File: config.mk
export PLATFORM = sky130hd
export DESIGN_NAME = spc_self_program
export DESIGN_NICKNAME = d
export VERILOG_FILES = /design/src/design/spc_pkg.sv /design/src/design/spc_self_program.sv
export VERILOG_INCLUDE_DIRS = /design/src /design/src/design
export SDC_FILE = /design/constraint.sdc
export NUM_CORES = 1
export LEC_CHECK = 0
export BUFFER_PORTS_ARGS = -buffer_cell sky130_fd_sc_hd__buf_2
export CAP_MARGIN = 30
export CORE_AREA = 10 10 128 119
export CTS_CLUSTER_SIZE = 25
export DETAILED_ROUTE_END_ITERATION = 6
export DIE_AREA = 0 0 138 129
export PLACE_DENSITY = 0.7
export SLEW_MARGIN = 5
export SYNTH_ARGS = -nofsm -noshare
export SYNTH_HDL_FRONTEND = slang
export SYNTH_SLANG_ARGS = --single-unit
File: constraint.sdc
create_clock -name clk_in -period 2.5 [get_ports clk_in]
set_input_delay 0.25 -clock clk_in [delete_from_list [all_inputs] [get_ports clk_in]]
set_output_delay 0.25 -clock clk_in [all_outputs]
set_load 0.005 [all_outputs]
File: src/design/spc_defs.svh
/*
  Constants for the self-programming control block: register offsets,
  control bit positions, legal control patterns, windows and pointers.
  Assumes inclusion by bare name from the design file only.
*/
`ifndef SPC_DEFS_SVH
`define SPC_DEFS_SVH

// ---------------------------------------------------------------
// Register map (byte addresses)
// ---------------------------------------------------------------
`define SPC_OFS_CTRL        8'h00
`define SPC_OFS_STATUS      8'h04

// ---------------------------------------------------------------
// Control register bit positions
// ---------------------------------------------------------------
`define SPC_BIT_ENABLE      0
`define SPC_BIT_PG_ERASE    1
`define SPC_BIT_PG_WRITE    2
`define SPC_BIT_FUSE_READ   3
`define SPC_BIT_CLR_BUF     4
`define SPC_BIT_SIG_READ    5

// ---------------------------------------------------------------
// Legal control patterns in the low six bits
// ---------------------------------------------------------------
`define SPC_PAT_SIG_READ    6'h21
`define SPC_PAT_CLR_BUF     6'h11
`define SPC_PAT_FUSE_READ   6'h09
`define SPC_PAT_PG_WRITE    6'h05
`define SPC_PAT_PG_ERASE    6'h03
`define SPC_PAT_STORE       6'h01

// ---------------------------------------------------------------
// Windows, pointers, reset values, bus answers
// ---------------------------------------------------------------
`define SPC_STORE_WINDOW    3'h4
`define SPC_LOAD_WINDOW     2'h3
`define SPC_PTR_FUSE_LOW    16'h0000
`define SPC_PTR_LOCK        16'h0001
`define SPC_PTR_FUSE_EXT    16'h0002
`define SPC_PTR_FUSE_HIGH   16'h0003
`define SPC_LOCK_RESET      2'h3
`define SPC_RESP_OKAY       2'h0
`define SPC_RESP_SLVERR     2'h2

`endif

File: src/design/spc_pkg.sv
/*
  Types of the self-programming control block: sequencer states, flash
  operation codes, the core instruction carrier and the state record.
  Assumes nothing beyond a SystemVerilog compiler.
*/
package spc_pkg;

  typedef enum logic [2:0] {
    SPC_IDLE  = 3'h1,
    SPC_ARMED = 3'h2,
    SPC_BUSY  = 3'h4
  } spc_fsm_type;

  typedef enum logic [3:0] {
    SPC_OP_STORE = 4'h1,
    SPC_OP_ERASE = 4'h2,
    SPC_OP_WRITE = 4'h4,
    SPC_OP_CLEAR = 4'h8
  } spc_op_type;

  typedef struct packed {
    logic        store;
    logic        load;
    logic [15:0] pointer;
    logic [15:0] data_word;
  } spc_core_req_type;

  typedef struct packed {
    spc_fsm_type fsm;
    logic [5:0]  ctrl;
    logic [2:0]  store_win;
    logic [1:0]  load_win;
    logic [1:0]  lock;
    logic        stall;
    logic        flash_req;
    spc_op_type  flash_op;
    logic [15:0] flash_addr;
    logic [15:0] flash_data;
    logic        load_valid;
    logic [7:0]  load_data;
    logic        aw_have;
    logic [7:0]  aw_addr;
    logic        w_have;
    logic [7:0]  w_data;
    logic        w_strb0;
    logic        awready;
    logic        wready;
    logic        bvalid;
    logic [1:0]  bresp;
    logic        arready;
    logic        rvalid;
    logic [1:0]  rresp;
    logic [31:0] rdata;
  } spc_state_type;

endpackage : spc_pkg

File: src/design/spc_self_program.sv
/*
  Self-programming control: control register over AXI4-Lite, store and
  load window sequencer, flash operation requests, core stall and fuse and
  lock readback. Assumes the core presents store and load instructions as
  one-cycle strobes with pointer and data word, and the flash answers an
  erase or page write with a one-cycle done pulse.
*/
// Added by the designer: the AXI4-Lite register port and the register addresses.
// Functional notes
// - Erase select plus enable makes the next store within four cycles a page erase.
// - Page erase takes the upper pointer bits and ignores the data word.
// - Erase select clears on erase completion or when no store comes in four cycles.
// - Core is stalled for the whole page erase or page write.
// - Enable permits a store only during the following four cycles.
// - Enable alone stores the data word at the pointer, pointer bit zero ignored.
// - Enable clears after a store completes or when four cycles pass without one.
// - Enable stays set during page erase and page write for polling.
// - Only the six legal low-bit patterns take effect on a control write.
// - EEPROM write busy blocks flash programming and fuse and lock readback.
// - Pointer one with readback armed returns lock bits on bits one and zero.
// - Readback bits clear on read, three cycles without load, or four without store.
// - With readback clear, the load instruction reads program memory normally.
// - Pointer zero with readback armed returns the whole low fuse byte.
// - Pointer three with readback armed returns the whole high fuse byte.
// - Pointer two with readback armed returns the extended fuse byte, bit zero.
// - Programmed bits read zero, unprogrammed bits read one.
// - Lock bits return to one only through chip erase; reset also loads them to one here.
`include "spc_defs.svh"

module spc_self_program #(
  parameter int PAGE_LSB = 6
) (
  input  wire logic                         clk_in,
  input  wire logic                         nrst_in,
  input  wire logic                         ce_in,
  input  wire logic [7:0]                   s_axi_awaddr_in,
  input  wire logic                         s_axi_awvalid_in,
  output logic                              s_axi_awready_out,
  input  wire logic [31:0]                  s_axi_wdata_in,
  input  wire logic [3:0]                   s_axi_wstrb_in,
  input  wire logic                         s_axi_wvalid_in,
  output logic                              s_axi_wready_out,
  output logic [1:0]                        s_axi_bresp_out,
  output logic                              s_axi_bvalid_out,
  input  wire logic                         s_axi_bready_in,
  input  wire logic [7:0]                   s_axi_araddr_in,
  input  wire logic                         s_axi_arvalid_in,
  output logic                              s_axi_arready_out,
  output logic [31:0]                       s_axi_rdata_out,
  output logic [1:0]                        s_axi_rresp_out,
  output logic                              s_axi_rvalid_out,
  input  wire logic                         s_axi_rready_in,
  input  wire spc_pkg::spc_core_req_type    core_req_in,
  output logic                              core_stall_out,
  output logic                              load_override_out,
  output logic [7:0]                        load_data_out,
  input  wire logic                         eeprom_write_busy_in,
  output logic                              flash_req_out,
  output spc_pkg::spc_op_type               flash_op_out,
  output logic [15:0]                       flash_addr_out,
  output logic [15:0]                       flash_data_out,
  input  wire logic                         flash_done_in,
  input  wire logic [7:0]                   fuse_low_byte_in,
  input  wire logic [7:0]                   fuse_high_byte_in,
  input  wire logic                         fuse_extended_byte_in,
  input  wire logic                         chip_erase_in,
  input  wire logic                         lock_program_in,
  input  wire logic [1:0]                   lock_value_in
);
  import spc_pkg::*;

  localparam logic [15:0] PAGE_MASK = 16'((32'h1 << PAGE_LSB) - 32'h1);

  spc_state_type s_q;
  spc_state_type s_d;

  // ---------------------------------------------------------------
  // Decode helpers
  // ---------------------------------------------------------------
  function automatic logic legal_pattern(input logic [5:0] pat);
    legal_pattern = (pat == `SPC_PAT_SIG_READ) || (pat == `SPC_PAT_CLR_BUF) ||
                    (pat == `SPC_PAT_FUSE_READ) || (pat == `SPC_PAT_PG_WRITE) ||
                    (pat == `SPC_PAT_PG_ERASE) || (pat == `SPC_PAT_STORE);
  endfunction : legal_pattern

  // Raw cell values pass through: programmed reads zero
  function automatic logic [7:0] fuse_mux(input logic [15:0] ptr,
                                          input logic [1:0]  lock,
                                          input logic [7:0]  low,
                                          input logic [7:0]  high,
                                          input logic        ext);
    fuse_mux = 8'hff;
    unique case (ptr)
      `SPC_PTR_FUSE_LOW:  fuse_mux = low;
      `SPC_PTR_LOCK:      fuse_mux = {6'h3f, lock};
      `SPC_PTR_FUSE_EXT:  fuse_mux = {7'h7f, ext};
      `SPC_PTR_FUSE_HIGH: fuse_mux = high;
      default:            fuse_mux = 8'hff;
    endcase
  endfunction : fuse_mux

  // ---------------------------------------------------------------
  // Next state
  // ---------------------------------------------------------------
  always_comb begin
    logic       wr_fire;
    logic [5:0] pat;
    wr_fire = 1'b0;
    pat     = 6'h00;
    s_d            = s_q;
    s_d.flash_req  = 1'b0;
    s_d.load_valid = 1'b0;

    // Lock cells: program clears bits, chip erase and reset set them
    if (chip_erase_in) begin
      s_d.lock = `SPC_LOCK_RESET;
    end else if (lock_program_in) begin
      s_d.lock = s_q.lock & lock_value_in;
    end

    unique case (s_q.fsm)
      SPC_IDLE: begin
      end
      SPC_ARMED: begin
        if (s_q.store_win != 3'h0) begin
          s_d.store_win = s_q.store_win - 3'h1;
        end
        if (s_q.load_win != 2'h0) begin
          s_d.load_win = s_q.load_win - 2'h1;
        end
        if (core_req_in.store && !eeprom_write_busy_in) begin
          s_d.flash_addr = core_req_in.pointer & ~16'h0001;
          s_d.flash_data = core_req_in.data_word;
          s_d.store_win  = 3'h0;
          s_d.load_win   = 2'h0;
          if (s_q.ctrl[`SPC_BIT_PG_ERASE]) begin
            s_d.flash_req  = 1'b1;
            s_d.flash_op   = SPC_OP_ERASE;
            s_d.flash_addr = core_req_in.pointer & ~PAGE_MASK;
            s_d.flash_data = 16'h0000;
            s_d.stall      = 1'b1;
            s_d.fsm        = SPC_BUSY;
          end else if (s_q.ctrl[`SPC_BIT_PG_WRITE]) begin
            s_d.flash_req  = 1'b1;
            s_d.flash_op   = SPC_OP_WRITE;
            s_d.flash_addr = core_req_in.pointer & ~PAGE_MASK;
            s_d.stall      = 1'b1;
            s_d.fsm        = SPC_BUSY;
          end else begin
            s_d.flash_req = !(s_q.ctrl[`SPC_BIT_FUSE_READ] ||
                              s_q.ctrl[`SPC_BIT_SIG_READ]);
            s_d.flash_op  = s_q.ctrl[`SPC_BIT_CLR_BUF] ? SPC_OP_CLEAR
                                                       : SPC_OP_STORE;
            s_d.ctrl      = 6'h00;
            s_d.fsm       = SPC_IDLE;
          end
        end else if (core_req_in.load && s_q.ctrl[`SPC_BIT_FUSE_READ] &&
                     !eeprom_write_busy_in) begin
          s_d.load_valid = 1'b1;
          s_d.load_data  = fuse_mux(core_req_in.pointer, s_q.lock,
                                    fuse_low_byte_in, fuse_high_byte_in,
                                    fuse_extended_byte_in);
          s_d.ctrl       = 6'h00;
          s_d.store_win  = 3'h0;
          s_d.load_win   = 2'h0;
          s_d.fsm        = SPC_IDLE;
        end else if ((s_q.store_win == 3'h1) ||
                     (s_q.ctrl[`SPC_BIT_FUSE_READ] && s_q.load_win == 2'h1)) begin
          s_d.ctrl      = 6'h00;
          s_d.store_win = 3'h0;
          s_d.load_win  = 2'h0;
          s_d.fsm       = SPC_IDLE;
        end
      end
      SPC_BUSY: begin
        if (flash_done_in) begin
          s_d.ctrl  = 6'h00;
          s_d.stall = 1'b0;
          s_d.fsm   = SPC_IDLE;
        end
      end
      default: begin
        s_d.fsm = SPC_IDLE;
      end
    endcase

    // ---------------------------------------------------------------
    // AXI4-Lite write path
    // ---------------------------------------------------------------
    if (s_q.bvalid && s_axi_bready_in) begin
      s_d.bvalid = 1'b0;
    end
    if (s_q.awready && s_axi_awvalid_in) begin
      s_d.aw_have = 1'b1;
      s_d.aw_addr = s_axi_awaddr_in;
    end
    if (s_q.wready && s_axi_wvalid_in) begin
      s_d.w_have  = 1'b1;
      s_d.w_data  = s_axi_wdata_in[7:0];
      s_d.w_strb0 = s_axi_wstrb_in[0];
    end
    if (s_q.aw_have && s_q.w_have && !s_q.bvalid) begin
      wr_fire    = 1'b1;
      s_d.aw_have = 1'b0;
      s_d.w_have  = 1'b0;
      s_d.bvalid  = 1'b1;
      s_d.bresp   = ((s_q.aw_addr == `SPC_OFS_CTRL) || (s_q.aw_addr == `SPC_OFS_STATUS))
                    ? `SPC_RESP_OKAY : `SPC_RESP_SLVERR;
    end
    pat = s_q.w_data[5:0];
    // Control write: ignored while busy or EEPROM write runs
    if (wr_fire && (s_q.aw_addr == `SPC_OFS_CTRL) && s_q.w_strb0 &&
        legal_pattern(pat) && !eeprom_write_busy_in &&
        (s_q.fsm != SPC_BUSY)) begin
      s_d.ctrl      = pat;
      s_d.store_win = `SPC_STORE_WINDOW;
      s_d.load_win  = pat[`SPC_BIT_FUSE_READ] ? `SPC_LOAD_WINDOW : 2'h0;
      s_d.fsm       = SPC_ARMED;
    end
    s_d.awready = !s_d.aw_have && !s_d.bvalid;
    s_d.wready  = !s_d.w_have && !s_d.bvalid;

    // ---------------------------------------------------------------
    // AXI4-Lite read path
    // ---------------------------------------------------------------
    if (s_q.rvalid && s_axi_rready_in) begin
      s_d.rvalid = 1'b0;
    end
    if (s_q.arready && s_axi_arvalid_in) begin
      s_d.rvalid = 1'b1;
      s_d.rresp  = `SPC_RESP_OKAY;
      if (s_axi_araddr_in == `SPC_OFS_CTRL) begin
        s_d.rdata = {26'h0, s_q.ctrl};
      end else if (s_axi_araddr_in == `SPC_OFS_STATUS) begin
        s_d.rdata = {22'h0, s_q.lock, 5'h0, s_q.stall, eeprom_write_busy_in,
                     (s_q.fsm == SPC_BUSY)};
      end else begin
        s_d.rdata = 32'h0;
        s_d.rresp = `SPC_RESP_SLVERR;
      end
    end
    s_d.arready = !s_d.rvalid;
  end

  // ---------------------------------------------------------------
  // State register
  // ---------------------------------------------------------------
  always_ff @(posedge clk_in or negedge nrst_in) begin
    if (!nrst_in) begin
      s_q          <= '0;
      s_q.fsm      <= SPC_IDLE;
      s_q.flash_op <= SPC_OP_STORE;
      s_q.lock     <= `SPC_LOCK_RESET;
    end else if (ce_in) begin
      s_q <= s_d;
    end
  end

  assign s_axi_awready_out = s_q.awready;
  assign s_axi_wready_out  = s_q.wready;
  assign s_axi_bvalid_out  = s_q.bvalid;
  assign s_axi_bresp_out   = s_q.bresp;
  assign s_axi_arready_out = s_q.arready;
  assign s_axi_rvalid_out  = s_q.rvalid;
  assign s_axi_rresp_out   = s_q.rresp;
  assign s_axi_rdata_out   = s_q.rdata;
  assign core_stall_out    = s_q.stall;
  assign load_override_out = s_q.load_valid;
  assign load_data_out     = s_q.load_data;
  assign flash_req_out     = s_q.flash_req;
  assign flash_op_out      = s_q.flash_op;
  assign flash_addr_out    = s_q.flash_addr;
  assign flash_data_out    = s_q.flash_data;
endmodule : spc_self_program

=== Word level (Yosys, flattened, before mapping) ===
Index checks and enable logic that the tools add are counted.

* Word-level logic and storage cells: 158
* Output and inout bits: 88
* Bits in registers: 123

* $add $sub $neg: 2
* Bitwise gates (word level): 2
* Mux-type cells: 44
* Eq/ne operators: 25
* Reduce and logical (&&, ||, !) cells: 58

{| class="wikitable"
|+ Operator list
! kind !! number
|-
| 2-to-1 mux 14 bit || 4
|-
| 2-to-1 mux 46 bit || 1
|-
| 2-to-1 mux 38 bit || 1
|-
| 2-to-1 mux 9 bit || 4
|-
| 2-to-1 mux 35 bit || 1
|-
| == test 16 x 2 -> 1 bit (second input constant) || 2
|-
| one-hot mux 8 bit (4 select lines) || 1
|-
| 2-to-1 mux 10 bit || 3
|-
| 2-to-1 mux 22 bit || 1
|-
| logical AND 1 bit || 18
|-
| 2-to-1 mux 6 bit || 3
|-
| == test 16 x 1 -> 1 bit (second input constant) || 1
|-
| == test 8 x 3 -> 1 bit (second input constant) || 2
|-
| zero test 16 bit || 1
|-
| zero test 8 bit || 2
|-
| 2-to-1 mux 16 bit || 1
|-
| 2-to-1 mux 2 bit || 7
|-
| 2-to-1 mux 3 bit || 4
|-
| one-hot mux 6 bit (2 select lines) || 1
|-
| AND reduction 4 bit || 3
|-
| 2-to-1 mux 5 bit || 2
|-
| AND reduction 2 bit || 5
|-
| AND reduction 5 bit || 2
|-
| nonzero test 5 bit || 2
|-
| 28 further kinds || 59
|}

=== Depth between registers and ports, before layout ===
Gate-level depths: netlist of run 1.

* Depth after elaboration: 11
* Depth in mapped cells: 8
* Depth with buffers taken out: 7

=== Worst setup path before layout of run 1 ===
Ideal clock, no wire load.

* Path type: reg2reg
* Start: register s_q[120] in the netlist's numbering
* End: register s_q[109] in the netlist's numbering
* Stages on the path, launching flop included: 6
* Path slack: 0.475 ns
* Arrival: 1.901 ns
* Cells stage by stage: dfstp_2 -> clkdlybuf4s15_2 -> and2b_2 -> nor4_4 -> o21ai_2 -> a211o_1

* Longest elaborated chain between the ends: 4
* Elaborated cells on any way between the ends: 7

{| class="wikitable"
|+ Ends and longest elaborated chain
! element !! RTL line !! source
|-
| from (decl) || spc_self_program.sv:74 || <nowiki>spc_state_type s_q;</nowiki>
|-
| != test 3 bit || spc_self_program.sv:214 || <nowiki>(s_q.fsm != SPC_BUSY)) begin</nowiki>
|-
| logical AND 1 bit || spc_self_program.sv:212 || <nowiki>if (wr_fire && (s_q.aw_addr == `SPC_OFS_CTRL) && s_q.w_strb0 &&</nowiki>
|-
| nonzero test 5 bit (no source line) or nonzero test 2 bit (tied branches) || -- ||
|-
| AND reduction 3 bit (no source line) || -- ||
|}

Several ways; a longest one is shown, not always the timed one.
A chain may end at the register's enable or synchronous reset.

=== Worst setup path after layout of run 1 ===
* Start: register s_q[45] in the netlist's numbering
* End: register s_q[109] in the netlist's numbering

* Longest elaborated chain between the ends: 11
* Elaborated cells on any way between the ends: 19

{| class="wikitable"
|+ Ends and longest elaborated chain
! element !! RTL line !! source
|-
| == test 6 bit (no source line) or == test 6 x 5 -> 1 bit (tied branches) || -- ||
|-
| logical OR 1 bit (5 in a row) || spc_self_program.sv:81 || <nowiki>legal_pattern = (pat == `SPC_PAT_SIG_READ) || (pat == `SPC_PAT_CLR_BUF) ||</nowiki>
|-
| logical AND 1 bit (3 in a row) || spc_self_program.sv:212 ||
|-
| nonzero test 5 bit (no source line) or nonzero test 2 bit (tied branches) || -- ||
|-
| AND reduction 3 bit (no source line) || -- ||
|}

Several ways; a longest one is shown, not always the timed one.

==> impl_metrics.env, run 1 <==
export IMPL_crit_required_ns=2.73
export IMPL_crit_fanout=6
export IMPL_vias=3673
export IMPL_dp_slack_ns=0.461
export IMPL_num_io_pins=205
export IMPL_dp_hpwl_um=9630
export IMPL_die_area_mm2=0.0178
export IMPL_drt_iter0_drc=162
export IMPL_die_x_um=138
export IMPL_ys_seq_area_share_pct=47.9
export IMPL_startpoint_type="flop"
export IMPL_synth_edff_count=0
export IMPL_ys_seq_elements=94
export IMPL_async_flop_share_pct=100
export IMPL_finalNetCount=700
export IMPL_drcViolationCount=0
export IMPL_rsz0062_at_grt="no"
export IMPL_avgSynthCellArea_um2=10.2
export IMPL_drt_pass1_iter_count=4
export IMPL_syn_inst=480
export IMPL_setup_viol=0
export IMPL_start_util_pct=39.4
export IMPL_synth_ff_type="dfrtp_1"
export IMPL_syn2layout_area_growth_pct=16.2
export IMPL_critical_path_class="flop to flop"
export IMPL_grt_max_degree=61
export IMPL_routed_via_density=4.91
export IMPL_nFillCells=1226
export IMPL_finalPower_mw=4.02
export IMPL_place_gp_congestion=0.858
export IMPL_arrival_ns=2.28
export IMPL_finClkSkew_ns=0.00777
export IMPL_syn_area_mm2=0.00492
export IMPL_cts_buffers_inserted=9
export IMPL_ys_warn_count=0
export IMPL_min_period_ns=2.05
export IMPL_cts_tree="yes"
export IMPL_worst_slew_pin_slew_ns=0.681
export IMPL_dieHeight_um=129
export IMPL_rows=39
export IMPL_fin_util_pct=45.8
export IMPL_wl_per_cell_um=16.3
export IMPL_wl_um=12200
export IMPL_grt_pass1_wl_um=19900
export IMPL_cpPeakStageDelay_ns=0.43
export IMPL_hp_class="input pin to flop"
export IMPL_status="complete, no violations"
export IMPL_slew_headroom_pct=54.6
export IMPL_antenna_found_initial=1
export IMPL_cts_root_buf="clkbuf_16"
export IMPL_synthDistinctLibCells=58
export IMPL_hold_slack_ns=0.130
export IMPL_grt_pass1_vias=3979
export IMPL_vdd_drop_max_mv=0.492
export IMPL_coreArea_mm2=0.0125
export IMPL_crit_chain="or3_1 > o21a_1 > nor4_4 > o21ai_2 > a211o_1"
export IMPL_clockBufferDepth=2
export IMPL_fmax_mhz=487
export IMPL_cpMaxStageDelayCell="dfrtp_1"
export IMPL_cap_violations=0
export IMPL_finalHoldViolCount=0
export IMPL_drive_gt1_share_pct=38.1
export IMPL_clock_latency_ns=0.34
export IMPL_cts_clk_slew_worst_paths_ns=0.07
export IMPL_cts_sinks=94
export IMPL_endpoint_kind="flop"
export IMPL_grt_ovfl_total=0
export IMPL_io_buffer_count=148
export IMPL_drtAntennaViolNets=0
export IMPL_cts_setup_buffers=0
export IMPL_period_share_pct=82.1
export IMPL_htree_levels=3
export IMPL_drv_slew=0
export IMPL_grt_usage_pct=13.2
export IMPL_p_per_area_mw_per_mm2=702
export IMPL_p_leak_nw=2.93
export IMPL_fin_setup_tns_ns=0
export IMPL_setup_ws_ns=0.447
[critical path: cells and delay by family, from the launching register on]
family	cells	cell delay [ns]
compound gates	3	0.67
flops	1	0.43
simple gates	2	0.83
[layout make-up]
type | count | area, um^2 | area share [%]
clock inverters | 7 | 120 | 2.10
repair buffers | 158 | 833 | 14.6
clock buffers | 9 | 225 | 3.94
inverters | 9 | 33.8 | 0.591
multi-input cells | 306 | 1940 | 33.9
flip-flops and latches | 94 | 2360 | 41.2
diodes | 1 | 2.50 | 0.0438
well taps | 164 | 205 | 3.59
[cell usage after synthesis, types with 5 or more instances]
cell type | number | share of area [%]
buf_4 | 81 | 12
clkbuf_1 | 13 | 0.99
o22ai_1 | 7 | 0.89
a21oi_1 | 18 | 1.8
nand2_1 | 51 | 3.9
nand3_1 | 8 | 0.81
a32o_1 | 5 | 1.0
mux2_2 | 27 | 6.2
o21ai_0 | 40 | 4.1
a22o_1 | 5 | 0.89
nor2_1 | 18 | 1.4
dfrtp_1 | 90 | 46
nor3_1 | 8 | 0.81
inv_1 | 9 | 0.69
nand2b_1 | 20 | 2.5
ha_1 | 5 | 1.3
nor4_1 | 6 | 0.76
mux2i_1 | 8 | 1.6
[metal layers]
metal  share of wire (%)  vias up  track usage (%)
met5                   0        -                0
met4                0.98        0             3.28
met3                 7.6        8             5.19
met2                  50      132             22.2
met1                  42     1764             15.6
li1                    -     1769                -
[sequential cells by signal (all words and copies together) (netlist names), 4 cells and up]
name,flops
s_axi_rdata_out,8
flash_data_out,16
s_q,33
load_data_out,8
flash_op_out,4
flash_addr_out,15
[power breakdown]
part           switching, mW  internal (mW)  total, mW
clock                  0.584          0.984       1.57
sequential             0.165           1.71       1.87
combinational          0.276          0.297      0.573
total                   1.02           2.99       4.02
[per-stage QoR]
| stage | cells | cell area (um^2) |
|---|---|---|
| 2_1_floorplan | 506 | 5020 |
| 3_3_place_gp | 730 | 5360 |
| 3_5_place_dp | 730 | 5360 |
| 4_1_cts | 747 | 5720 |
| 5_1_grt | 748 | 5720 |
| 6_report | 748 | 5720 |
[cell usage in the layout, fill, tap and decap left out, types with 3 or more instances in the layout]
cell type	count
buf_2	147
dfrtp_1	90
nand2_1	51
o21ai_0	40
mux2_2	27
conb_1	27
nand2b_1	20
nor2_1	18
a21oi_1	18
inv_1	9
clkbuf_16	9
buf_4	9
nor3_1	8
mux2i_1	8
o22ai_1	7
nand3_1	7
nor4_1	6
a22o_1	5
a32o_1	5
ha_1	5
a21o_1	4
nand4_1	4
o21a_1	4
dfstp_2	4
bufinv_16	3
[timing repair]
item,CTS,global route
resized for setup,0,0
hold buffers,1,0
hold endpoints to repair,48,0
[logic make-up (layout without fill, tap and decap cells)]
family | after synthesis | count (layout) | synth area share, %
simple gates | 136 | 136 | 14.6
buf+inv | 106 | 183 | 14.7
compound gates | 102 | 102 | 13.1
flops | 94 | 94 | 47.9
mux | 36 | 36 | 8.27
fa+ha+maj | 5 | 5 | 1.27
other cells | 1 | 28 | 0.0762
[worst paths after layout]
| kind | startpoint | to | slack [ns] | cells after the start |
|---|---|---|---|---|
| max in group asynchronous | nrst_in | flash_data_out[10] | 1.33 | 3 |
| setup reg to reg | s_q[45] | s_q[109] | 0.45 | 5 |
| hold / removal | chip_erase_in | s_q[107] | 0.13 | 3 |
| hold reg to reg | flash_op_out[2] | flash_op_out[2] | 0.48 | 2 |
| setup / recovery | s_q[45] | s_q[109] | 0.45 | 5 |
| min in group asynchronous | nrst_in | s_q[53] | 0.52 | 2 |
(Power assumes the default switching activity.)
==> run 2, diff against run 1 <==
- clock period: 2.5 -> 2 ns (I/O delays scaled with it)
==> impl_metrics.env, run 2 (synthesized netlist as in run 1, its figures left out) <==
export IMPL_failed_checks="negative setup slack"
export IMPL_hp_class="input pin to flop"
export IMPL_fmax_mhz=487
export IMPL_cts_buffers_inserted=9
export IMPL_drv_slew=0
export IMPL_dp_hpwl_um=9870
export IMPL_wl_per_cell_um=16.4
export IMPL_startpoint_type="flop"
export IMPL_rsz0062_at_grt="yes"
export IMPL_htree_levels=3
export IMPL_antenna_cells=0
export IMPL_rows=39
export IMPL_p_per_area_mw_per_mm2=829
export IMPL_drcViolationCount=0
export IMPL_reg2reg_depth=6
export IMPL_finalHoldViolCount=0
export IMPL_wl_um=12500
export IMPL_cap_violations=0
export IMPL_crit_required_ns=2.22
export IMPL_place_gp_congestion=0.879
export IMPL_clock_latency_ns=0.34
export IMPL_finClkSkew_ns=0.00720
export IMPL_min_period_ns=2.06
export IMPL_slew_headroom_pct=54.4
export IMPL_crit_fanout=5
export IMPL_cts_root_buf="clkbuf_16"
export IMPL_fin_util_pct=46.9
export IMPL_drt_pass1_iter_count=4
export IMPL_p_leak_nw=3.00
export IMPL_start_util_pct=39.4
export IMPL_critPathLaunch="s_q[47]"
export IMPL_final_cell_mix="buf_2, dfrtp_1, nand2_1, o21ai_0"
export IMPL_cts_sinks=94
export IMPL_cts_clk_slew_worst_paths_ns=0.07
export IMPL_drive_gt1_share_pct=40.9
export IMPL_die_x_um=138
export IMPL_syn2layout_area_growth_pct=19.0
export IMPL_grt_max_degree=61
export IMPL_largest_reg_flops=33
export IMPL_setup_viol=1
export IMPL_coreArea_mm2=0.0125
export IMPL_crit_end="s_q[109]"
export IMPL_layout_commonest_cell="buf_2"
export IMPL_finalPower_mw=4.85
export IMPL_crit_chain="or3_4 > o21a_4 > nor4_4 > buf_4 > nor3_1 > a211o_1"
export IMPL_cpPeakStageDelay_ns=0.44
export IMPL_nFillCells=1194
export IMPL_clockBufferDepth=2
export IMPL_reg2reg_to="s_q[109]"
export IMPL_finalNetCount=718
export IMPL_worst_slew_pin_slew_ns=0.677
export IMPL_cpMaxStageDelayCell="dfrtp_2"
export IMPL_vdd_drop_max_mv=0.638
export IMPL_grt_pass1_wl_um=20300
export IMPL_setup_ws_ns=-0.0552
export IMPL_die_area_mm2=0.0178
export IMPL_grt_pass1_vias=3898
export IMPL_grt_ovfl_total=0
export IMPL_status="finished with violations"
export IMPL_io_buffer_count=148
export IMPL_grt_usage_pct=13.8
export IMPL_endpoint_kind="flop"
export IMPL_r2r_setup_slack_ns=-0.06
export IMPL_dp_slack_ns=-0.0142
export IMPL_arrival_ns=2.28
export IMPL_drt_iter0_drc=247
export IMPL_vias=3766
export IMPL_critical_path_class="flop to flop"
export IMPL_num_io_pins=205
export IMPL_dieHeight_um=129
export IMPL_fin_setup_tns_ns=-0.0552
export IMPL_routed_via_density=4.92
export IMPL_top_register="s_q"
export IMPL_r2r_start="s_q[47]"
export IMPL_cts_tree="yes"
export IMPL_period_share_pct=103
export IMPL_hold_slack_ns=0.0808
export IMPL_drtAntennaViolNets=0
export IMPL_antenna_found_initial=0
## run 2: changes by cell type in the layout (fill, tap and decap cells not counted), moves of 2 or more
cell,before,now
bufinv_16,3,0
nor3_1,8,6
buf_4,9,26
clkinv_4,0,3
clkinv_2,2,0
## run 2: where the power goes
part	internal (mW)	total, mW	leakage [nW]	switching [mW]
Sequential	2.14	2.34	1.23	0.203
Clock	0.871	1.65	0.140	0.778
Combinational	0.480	0.862	1.63	0.382
## run 2: area by class of cell
type / instances / area [um^2] / area share [%]
multi-input cells: 306 / 1980 / 33.9
clock inverters: 7 / 65.1 / 1.11
flip-flops and latches: 94 / 2360 / 40.3
well taps: 164 / 205 / 3.51
inverters: 9 / 33.8 / 0.577
clock buffers: 9 / 225 / 3.85
repair buffers: 176 / 981 / 16.8
## run 2: stage by stage
| step | area [um^2] | instances |
|---|---|---|
| 5_1_grt | 5850 | 765 |
| 3_5_place_dp | 5480 | 744 |
| 2_1_floorplan | 5020 | 506 |
| 6_report | 5850 | 765 |
| 3_3_place_gp | 5480 | 744 |
| 4_1_cts | 5780 | 761 |
## run 2: routing by layer
metal | routed length, um | GRT usage [%]
met1 | 5350 | 16.5
met2 | 6030 | 22.7
met3 | 969 | 5.55
met4 | 175 | 3.66
met5 | 0 | 0
## run 2: worst min path at each step
stage | start | to | cells after the start
floorplan | nrst_in | core_stall_out | 0
global placement | nrst_in | s_q[59] | 1
detailed placement | nrst_in | s_axi_wready_out | 1
CTS | s_axi_awaddr_in[7] | s_q[58] | 2
global route | s_axi_wstrb_in[0] | s_q[41] | 2
finish | s_axi_awaddr_in[7] | s_q[58] | 2
## run 2: critical path: cells and delay by family (launching register included)
family	cells	cell delay [ns]
AOI/OAI and AO/OA	2	0.46
buffers and inverters	1	0.19
DFF	1	0.44
and+or+nand+nor	3	0.85
## run 2: timing repair
item                       4_1_cts  5_1_grt
pin swaps                        1        6
resized for setup                0       11
hold endpoints to repair        18        0
setup buffers                    0        4
hold buffers                     1        0
setup endpoints to repair        1       12
==> run 3, diff against run 2 <==
- BUFFER_PORTS_ARGS: -buffer_cell sky130_fd_sc_hd__buf_2 -> unset
- DONT_BUFFER_PORTS: unset -> 1
- PLACE_DENSITY: 0.7 -> 0.56
==> impl_metrics.env, run 3 (synthesized netlist as in run 1, its figures left out) <==
export IMPL_status="finished with violations"
export IMPL_failed_checks="negative hold slack"
export IMPL_hp_class="input pin to asynchronous set/reset pin"
export IMPL_top_register="s_q"
export IMPL_io_buffer_count=0
export IMPL_finalNetCount=612
export IMPL_cts_tree="yes"
export IMPL_rsz0062_at_grt="yes"
export IMPL_fmax_mhz=511
export IMPL_ctsHoldBuffers=44
export IMPL_drt_pass1_iter_count=4
export IMPL_crit_required_ns=2.28
export IMPL_rows=39
export IMPL_cap_violations=0
export IMPL_dieHeight_um=129
export IMPL_hold_slack_ns=-0.454
export IMPL_clockBufferDepth=2
export IMPL_p_per_area_mw_per_mm2=850
export IMPL_cts_sinks=94
export IMPL_vias=3312
export IMPL_grt_usage_pct=13.6
export IMPL_drtAntennaViolNets=0
export IMPL_setup_viol=0
export IMPL_startpoint_type="flop"
export IMPL_num_io_pins=205
export IMPL_drive_gt1_share_pct=19.6
export IMPL_final_cell_mix="dfrtp_1, nand2_1, dlygate4sd3_1, o21ai_0"
export IMPL_die_x_um=138
export IMPL_htree_levels=3
export IMPL_coreArea_mm2=0.0125
export IMPL_wl_um=12700
export IMPL_fin_setup_tns_ns=0
export IMPL_wl_per_cell_um=19.2
export IMPL_finalHoldViolCount=94
export IMPL_p_leak_nw=2.48
export IMPL_die_area_mm2=0.0178
export IMPL_endpoint_kind="flop"
export IMPL_clock_latency_ns=0.35
export IMPL_antenna_cells=0
export IMPL_antenna_found_initial=0
export IMPL_crit_fanout=4
export IMPL_cts_root_buf="clkbuf_16"
export IMPL_dpl_cell_area_mm2=0.00469
export IMPL_dpl_cell_count=594
export IMPL_drt_iter0_drc=143
export IMPL_grt_pass1_wl_um=19600
export IMPL_stdcell_area_mm2=0.00548
export IMPL_period_share_pct=97.9
export IMPL_syn2layout_area_growth_pct=11.4
export IMPL_fin_util_pct=43.9
export IMPL_nFillCells=1170
export IMPL_arrival_ns=2.24
export IMPL_start_util_pct=39.4
export IMPL_drcViolationCount=0
export IMPL_critical_path_class="flop to flop"
export IMPL_grt_ovfl_total=0
export IMPL_layout_commonest_cell="dfrtp_1"
export IMPL_place_gp_congestion=0.835
export IMPL_stdcell_count=658
export IMPL_vdd_drop_max_mv=0.708
export IMPL_dp_hpwl_um=9250
export IMPL_grt_max_degree=95
export IMPL_routed_via_density=5.03
export IMPL_cts_buffers_inserted=9
export IMPL_cts_clk_slew_worst_paths_ns=0.06
export IMPL_grt_pass1_vias=3460
export IMPL_drv_slew=0
export IMPL_min_period_ns=1.96
export IMPL_largest_reg_flops=33
export IMPL_finClkSkew_ns=0.00840
## run 3: path summary, 6_finish.rpt
| check | slack (ns) | from | end | depth (start not counted) |
|---|---|---|---|---|
| worst max-delay path | 0.04 | s_q[45] | s_q[109] | 6 |
| worst min-delay path | -0.45 | nrst_in | flash_data_out[10] | 0 |
| worst max register to register | 0.04 | s_q[45] | s_q[109] | 6 |
| worst min register to register | 0.50 | s_q[41] | s_q[41] | 1 |
| max in group asynchronous | 2.20 | nrst_in | s_q[120] | 0 |
| min in group clk_in | 0.01 | core_req_in[13] | flash_data_out[13] | 2 |
## run 3: layout make-up
class / count / area (um^2) / area share, %
clock buffer: 10 / 239 / 4.36
sequential: 94 / 2360 / 43.1
clock inverter: 5 / 33.8 / 0.616
tap: 164 / 205 / 3.74
multi-input combinational: 306 / 1970 / 35.9
timing repair buffer: 70 / 643 / 11.7
inverter: 9 / 33.8 / 0.616
## run 3: critical path, cell delays in order, from the launching register on
cell and delay (ns):
dfrtp_2 0.43, or3_4 0.40, o21a_4 0.24, nor4_4 0.36, buf_4 0.19, and3_4 0.19, a211o_1 0.09
## run 3: what timing repair did
action,4_1_cts,5_1_grt
setup buffers,0,5
resized for setup,0,12
hold endpoints to repair,140,94
endpoints found under the setup margin,0,10
## run 3: metrics by stage
step | setup slack, ns | total power [mW]
floorplan | 0.0302 | 2.79
global placement | 0.0648 | 2.91
detailed placement | 0.0212 | 2.94
CTS | 0.00964 | 4.63
global route | -0.0444 | 4.90
finish | 0.0429 | 4.66
## run 3: power by group
group	internal [mW]	switching, mW	leakage [nW]
Clock	0.869	0.723	0.131
Combinational	0.424	0.279	1.12
Sequential	2.14	0.221	1.23
Total	3.44	1.22	2.48
## run 3: metal layers
metal | part of all wire, % | wire length (um) | GRT usage, % | vias up
met3 | 9.5 | 1200 | 6.14 | 10
met1 | 42 | 5260 | 16.4 | 1582
met5 | 0 | 0 | 0 | -
met4 | 0.77 | 97 | 2.79 | 0
met2 | 48 | 6100 | 21.9 | 119
li1 | - | - | - | 1601
